===== config.mk =====
export PLATFORM = sky130hd
export DESIGN_NAME = teach_override_bypass
export DESIGN_NICKNAME = d
export VERILOG_FILES = /design/src/core/teach_override_pkg.sv /design/src/core/teach_override_bypass.sv /design/src/core/pair_timer.sv
export VERILOG_INCLUDE_DIRS = /design/src /design/src/core
export SDC_FILE = /design/constraint.sdc
export NUM_CORES = 1
export LEC_CHECK = 0
export ABC_CLOCK_PERIOD_IN_PS = 8000
export BUFFER_PORTS_ARGS = -buffer_cell sky130_fd_sc_hd__buf_2
export CAP_MARGIN = 5
export CORE_MARGIN = 3
export CORE_UTILIZATION = 38
export CTS_CLUSTER_DIAMETER = 100
export DETAILED_ROUTE_END_ITERATION = 10
export HOLD_SLACK_MARGIN = 0.03
export PLACE_DENSITY = 0.62
export SETUP_SLACK_MARGIN = 0.2
export SYNTH_ARGS = -nofsm -noshare
export SYNTH_HDL_FRONTEND = slang
export SYNTH_SLANG_ARGS = --single-unit
export TNS_END_PERCENT = 5

===== constraint.sdc =====
create_clock -name clk_sys -period 8 [get_ports clk_sys]
set_clock_uncertainty 0.1 [all_clocks]
set_input_delay 1.6 -clock clk_sys [delete_from_list [all_inputs] [get_ports clk_sys]]
set_output_delay 1.6 -clock clk_sys [all_outputs]
set_load 0.1 [all_outputs]

===== src/core/teach_override_defines.svh =====
// Functional notes
// - Bypass active in teach-in forces output on
// - Override trigger accepted only during teach-in
// - Both key levels change within 0.5 s
// - Enable setting, default enabled
// - Bypass time limit, default 60 s
// - First input low at rest, high actuated
// - Second input high at rest, low actuated
// - Blue indicator lit after successful teach-in
// - Override never releases internal restart interlock
// - Output off during teach-in without override
`ifndef TEACH_OVERRIDE_DEFINES_SVH
`define TEACH_OVERRIDE_DEFINES_SVH
`define CLK_HZ 32'h0098_9680
`define MS_PER_S 32'h0000_03e8
`define SIMUL_WINDOW_MS 32'h0000_01f4
`define SIMUL_WINDOW_CYC ((`CLK_HZ / `MS_PER_S) * `SIMUL_WINDOW_MS)
`define TIME_LIMIT_S_DEFAULT 16'h003c
`define OVERRIDE_ENABLE_DEFAULT 1'h1
`endif


===== src/core/teach_override_pkg.sv =====
package teach_override_pkg;
	typedef enum logic [1:0] {
		ovr_idle,
		ovr_pending,
		ovr_active,
		ovr_wait_rest
	} ovr_state_e;
	typedef struct packed {
		logic level_a;
		logic level_b;
	} key_levels_s;
	typedef struct packed {
		logic enable;
		logic [15:0] time_limit_s;
	} ovr_cfg_s;
endpackage


===== src/core/teach_override_bypass.sv =====
`timescale 1ns/100ps
`default_nettype none
`include "teach_override_defines.svh"
module teach_override_bypass #(
	parameter int SIMUL_CYC = `SIMUL_WINDOW_CYC,
	parameter int CYC_PER_S = `CLK_HZ
) (
	// Clock and reset
	input wire logic clk_sys,
	input wire logic rstn,
	// Configuration
	input wire teach_override_pkg::ovr_cfg_s cfg,
	// Key button levels
	input wire teach_override_pkg::key_levels_s key,
	// Teach-in and field state
	input wire logic teach_active,
	input wire logic teach_success,
	input wire logic field_clear,
	input wire logic restart_lock_enabled,
	input wire logic start_press,
	// Outputs
	output logic safety_switch_output,
	output logic bypass_active,
	output logic blue_indicator,
	output logic restart_locked
);
	import teach_override_pkg::*;

	////////////////////////////////////////////////////////////////
	// Key decoding
	////////////////////////////////////////////////////////////////

	// Both levels at their idle pattern
	function automatic logic key_at_rest(input key_levels_s k);
		return !k.level_a && k.level_b;
	endfunction

	// Both levels switched over and antivalent
	function automatic logic key_actuated(input key_levels_s k);
		return k.level_a && !k.level_b;
	endfunction

	// One level has switched, the other not yet
	function automatic logic key_halfway(input key_levels_s k);
		return k.level_a == k.level_b;
	endfunction

	// Bypass length in clock cycles
	// A zero limit would leave the bypass unbounded, so it falls back
	// to the factory default instead; the key alone never holds it on
	function automatic logic [31:0] limit_cycles(input logic [15:0] secs);
		logic [15:0] use_secs;
		use_secs = (secs == 16'h0000) ? `TIME_LIMIT_S_DEFAULT : secs;
		return 32'(use_secs) * 32'(CYC_PER_S);
	endfunction

	////////////////////////////////////////////////////////////////
	// Qualifiers
	////////////////////////////////////////////////////////////////

	ovr_state_e state;
	ovr_state_e next_state;
	logic teach_prev;
	logic start_prev;
	wire simul_done;
	wire limit_done;

	wire key_rest = key_at_rest(key);
	wire key_act = key_actuated(key);
	wire key_half = key_halfway(key);

	// Trigger refused outside teach-in or with the function off
	wire allowed = teach_active && cfg.enable;
	wire teach_start = teach_active && !teach_prev;
	wire teach_end = teach_prev && !teach_active;
	// Only a fresh press counts; a button held across the end of
	// teach-in cannot clear the interlock by itself
	wire start_rise = start_press && !start_prev;

	wire next_active = (next_state == ovr_active);
	wire enter_active = next_active && (state != ovr_active);
	wire [31:0] limit_cyc = limit_cycles(cfg.time_limit_s);

	// Window opens on the first level change from rest
	wire start_simul = (state == ovr_idle) && allowed && key_half;
	wire simul_stop = (state != ovr_pending) && !start_simul;
	wire limit_stop = (state != ovr_active) && !next_active;

	////////////////////////////////////////////////////////////////
	// Timers
	////////////////////////////////////////////////////////////////

	// Simultaneity window for the two key levels
	pair_timer #(.WIDTH(32)) u_simul (
		.clk_sys(clk_sys),
		.rstn(rstn),
		.load(start_simul),
		.count(32'(SIMUL_CYC)),
		.stop(simul_stop),
		.running(),
		.done(simul_done)
	);

	// Bypass time limit, reloaded on every entry to the bypass
	pair_timer #(.WIDTH(32)) u_limit (
		.clk_sys(clk_sys),
		.rstn(rstn),
		.load(enter_active),
		.count(limit_cyc),
		.stop(limit_stop),
		.running(),
		.done(limit_done)
	);

	////////////////////////////////////////////////////////////////
	// Bypass sequence
	////////////////////////////////////////////////////////////////

	always_comb begin
		next_state = state;
		case (state)
			ovr_idle: begin
				if (allowed && key_act) begin
					// Both levels changed within one cycle
					next_state = ovr_active;
				end else if (start_simul) begin
					next_state = ovr_pending;
				end else if (!allowed && !key_rest) begin
					// Key moved outside teach-in: refused until rest
					next_state = ovr_wait_rest;
				end
			end
			ovr_pending: begin
				if (!allowed || key_rest) begin
					next_state = ovr_idle;
				end else if (key_act) begin
					next_state = ovr_active;
				end else if (simul_done) begin
					// Second level too slow: refused
					next_state = ovr_wait_rest;
				end
			end
			ovr_active: begin
				// Ending teach-in first also drops the bypass, fail-safe
				if (!allowed || !key_act || limit_done) begin
					next_state = ovr_wait_rest;
				end
			end
			ovr_wait_rest: begin
				// No retrigger until the key is back at rest
				if (key_rest) begin
					next_state = ovr_idle;
				end
			end
			default: begin
				next_state = ovr_idle;
			end
		endcase
	end

	always_ff @(posedge clk_sys) begin
		if (!rstn) begin
			state <= ovr_idle;
		end else begin
			state <= next_state;
		end
	end

	// Edge detectors reset low, the level of both pins at rest, so
	// that no false edge follows reset
	always_ff @(posedge clk_sys) begin
		if (!rstn) begin
			teach_prev <= 1'b0;
			start_prev <= 1'b0;
		end else begin
			teach_prev <= teach_active;
			start_prev <= start_press;
		end
	end

	always_ff @(posedge clk_sys) begin
		if (!rstn) begin
			bypass_active <= 1'b0;
		end else begin
			bypass_active <= next_active;
		end
	end

	////////////////////////////////////////////////////////////////
	// Internal start/restart interlock
	////////////////////////////////////////////////////////////////

	// Set on the end of teach-in, cleared by a start press or while
	// restart_lock_enabled is low; the set wins over a start press in one cycle. The bypass has no path
	// into this flag, so an override never unlocks it.
	wire next_lock = restart_lock_enabled &&
		(teach_end || (restart_locked && !start_rise));

	always_ff @(posedge clk_sys) begin
		if (!rstn) begin
			restart_locked <= 1'b0;
		end else begin
			restart_locked <= next_lock;
		end
	end

	////////////////////////////////////////////////////////////////
	// Success indicator
	////////////////////////////////////////////////////////////////

	// Success only counts once teach-in has ended; a new teach-in
	// clears it, and the two can never fall in one cycle
	wire blue_set = teach_success && !teach_active;
	wire next_blue = blue_set || (blue_indicator && !teach_start);

	always_ff @(posedge clk_sys) begin
		if (!rstn) begin
			blue_indicator <= 1'b0;
		end else begin
			blue_indicator <= next_blue;
		end
	end

	////////////////////////////////////////////////////////////////
	// Safety switching output
	////////////////////////////////////////////////////////////////

	// During teach-in the new field is unknown, so only the bypass
	// may switch the output on, whatever the field shows
	wire teach_out = next_active;
	// Outside teach-in the field and the interlock decide
	wire run_out = field_clear && !next_lock;
	wire next_out = teach_active ? teach_out : run_out;

	always_ff @(posedge clk_sys) begin
		if (!rstn) begin
			safety_switch_output <= 1'b0;
		end else begin
			safety_switch_output <= next_out;
		end
	end
endmodule
`default_nettype wire


===== src/core/pair_timer.sv =====
`timescale 1ns/100ps
`default_nettype none
// Down counter; load starts it, done pulses as it steps from one to zero
module pair_timer #(
	parameter int WIDTH = 32
) (
	// Clock and reset
	input wire logic clk_sys,
	input wire logic rstn,
	// Control
	input wire logic load,
	input wire logic [WIDTH-1:0] count,
	input wire logic stop,
	// Status
	output logic running,
	output logic done
);
	logic [WIDTH-1:0] remain;
	wire last = (remain == {{(WIDTH-1){1'b0}}, 1'b1});
	always_ff @(posedge clk_sys) begin
		if (!rstn || stop) begin
			remain <= '0;
			done <= 1'b0;
		end else if (load) begin
			remain <= count;
			done <= 1'b0;
		end else begin
			done <= last;
			if (remain != '0)
				remain <= remain - {{(WIDTH-1){1'b0}}, 1'b1};
		end
	end
	assign running = (remain != '0);
endmodule
`default_nettype wire


==> results.md <==
* Area of the mapped netlist at 7487 sq um
* Synth top area cells: dfxtp_1 (20%), ha_1 (20%), fa_1 (16%)
* FF-to-FF setup slack at 4960 ps
* Yosys synthesis warning count at 0
* Endpoints failing setup at 0
* Mapped Cells at 837
* Post-layout util at 43.26%
* Drt drc at 0
* Top delay family on crit path: adder cells
* Reg2Reg Launch Point: u_limit.remain[17]
* Overall Global Routing Usage at 14.85%
* Synth Area in Simple Gates at 17.83%
* Rows at 50
* Clk slew on worst S/H paths at 60 ps
* Relative slew slack at 22.58%
* Post-synthesis xor/xnor area fraction at 8.422%
* CP Class: in2reg
* Number of buffers created by CTS at 9
* Final min period at 7376 ps
* Max Buffers Root-to-Sink at 2
* Endpoints failing hold at 0
* RSZ-0062 raised after global routing: false
* Max Fanout on Critical Path at 5
* HP Class: reg2reg
* Worst Reg-to-Reg Cells at 7
* Core box area at 19,020 sq um
* GR Overflow Total at 0
* Largest family of logic cells by synthesized area: adder cells
* H-tree levels at 3
* Area after DPL at 7920 sq um
* Dominant synthesized flop cell: dfxtp_1
* Critical Path Start Type: primary input
* Synth Area in Compound Gates at 10.76%
* Slew Limit Fails at 0
* Layout cells sized above 1 at 8.756%
* Critical path arrival at 7500 ps
* Die Ht at 146.4 microns
* Synth top area share at 19.79%
* Adder-cell share of the synthesized area at 35.59%
* Area Overhead vs Synth at 9.876%
* Most frequent CP cell: fa_1
* CTS Sinks at 74
* Vias at 5,631
* Effective utilization at floorplan at 39.37%
* Number of synthesized flops with an enable pin at 0
* Initial antenna violation count at 0
* RePlAce Congestion at 0.8673
* Required time worst endpoint at 8120 ps
* Register Area at 1481 sq um
* Syn_area_per_cell at 8.945 sq um
* Register area share after synthesis at 19.79%
* Cell taking the most area after synthesis: dfxtp_1
* Crit end category: flip-flop
* DRT iter0 DRCs at 158
* Min-delay src: teach_prev
* Final period util at 92.20%
* Crit-path slowest cell: fa_1
* CTS root buf: clkbuf_16
* Total Wirelength at 15,620 microns
* Synth async-reset ratio at 0%
* Synth unique cells at 65
* IO Port Bufs at 29
* CP peak stage delay at 560 ps
* Routed Antenna Nets at 0
* Largest net degree at the start of global routing at 26
* Synth Register Bits at 74
* DP Wirelength at 12,860 microns
* CTS tree: yes
* Total negative setup slack at 0 ps
* Mux contribution to synthesized area at 0.2674%
* Mapped Nets at 1,040
* Hold path depth at 2
* Critical Path, Cell by Cell: buf_2 > inv_1 > ha_1 > nor4bb_1 > nand4_1 > buf_4 > and2_1 > ha_1 > fa_1 > fa_1 > fa_1 > fa_1 > inv_1 > fa_1 > inv_1 > ha_1 > nand2_1 > o21ai_0 > a2111oi_2 > buf_4 > o311ai_0 > o211ai_1 > nand4b_1 > a32o_1
* Hold Path End: blue_indicator
* First-pass GRT wire length at 26,780 microns
* Max_cap viols at 0
* Die W at 146.4 microns
* I/O pins at 30
* Status: complete, no violations
* Worst path bufs/invs at 6
* Layout Nets at 1,066
* Worst hold slack at 387.2 ps
* FF-to-FF End: u_limit.remain[10]
* Max Freq at 135.6 MHz
* Vias in the first global route at 5,658
* Full die area at 21,420 sq um
* Post-synth top cells: inv_1 (119), ha_1 (117), nor2_1 (79), dfxtp_1 (74), fa_1 (60)
* WL/cell at 13.84 microns
* Most common cell in the synthesized netlist: inv_1
* Vias per cell at 4.992
* N_diodes at 0
* TritonRoute pass-1 iters at 4
* Final Cell Area at 8227 sq um
* Fillers at 1,915
* Multi-input gate area at 5469 sq um
* Clk Latency, worst-skew pair at 330 ps
* Worst Max-Slew Pin Slew at 1157 ps
-- per-layer routing --
layer / vias to the layer above / track usage (%) / wire, microns
met1: 2644 / 21.04 / 8101
met3: 10 / 1.304 / 298
met5: - / 0 / 0
met4: 0 / 3.716 / 152
li1: 2910 / - / -
met2: 67 / 24.54 / 7063
-- layout by cell type (no fill, tap or decap), drive strengths merged, types with 12 or more instances in the layout --
cell,synthesis,routed
a211oi,20,20
a21oi,35,35
buf,3,38
clkbuf,20,12
dfxtp,74,74
fa,60,60
ha,117,117
inv,119,119
nand2,19,19
nand3,16,16
nor2,79,79
nor3,32,32
nor4,19,19
o21ai,22,22
or3,13,13
or4,12,12
xnor2,50,50
xor2,22,22
-- per-stage QoR --
stage | worst slack, ps | std cells
finish | 624.2 | 1128
CTS | 491.1 | 1127
global placement | 204.0 | 1111
floorplan | 617.9 | 837
detailed placement | 159.4 | 1111
global route | 188.3 | 1128
-- state kept, by name (all words and copies together) (netlist names) --
| register | count |
|---|---|
| blue_indicator | 1 |
| bypass_active | 1 |
| restart_locked | 1 |
| safety_switch_output | 1 |
| start_prev | 1 |
| state | 2 |
| teach_prev | 1 |
| u_limit.done | 1 |
| u_limit.remain | 32 |
| u_simul.done | 1 |
| u_simul.remain | 32 |
-- how the worst max path moves through the flow --
stage / startpoint / to / depth (start not counted)
floorplan: cfg[10] / u_limit.remain[25] / 24
global placement: cfg[0] / u_limit.remain[30] / 23
detailed placement: cfg[10] / u_limit.remain[25] / 26
CTS: cfg[10] / u_limit.remain[25] / 26
global route: cfg[10] / u_limit.remain[29] / 26
finish: cfg[10] / u_limit.remain[31] / 24
-- tightest hold or removal path, cell delays in order, from the launching register on --
cell     delay [ps]
dfxtp_1         320
a21oi_1          60
nor2_1           70
-- cells by family (layout without fill, tap and decap cells) --
logic type / Yosys count / in the layout
AND/OR/NAND/NOR: 245 / 245
adder cells (fa/ha/maj): 177 / 177
buffers and inverters: 142 / 173
AO/OA/AOI/OAI: 125 / 125
flip-flops: 74 / 74
XOR/XNOR: 72 / 72
multiplexers: 2 / 2
-- area by class of cell --
class,instances,area share (%)
Sequential cell,74,18.01
Clock inverter,4,0.3042
Multi-Input combinational cell,621,66.48
Clock buffer,12,3.240
Inverter,119,5.430
Timing Repair Buffer,38,2.586
Tap cell,260,3.954
-- what timing repair did --
action	in CTS	in global routing
hold endpoints to repair	0	0
buffers inserted	0	1
hold buffers	0	0
setup endpoints to repair	0	3
gates resized for setup	0	3
Power is left out: the tool's default activity adds up to more than one toggle a clock period on the data nets, which glitch-free logic cannot reach.
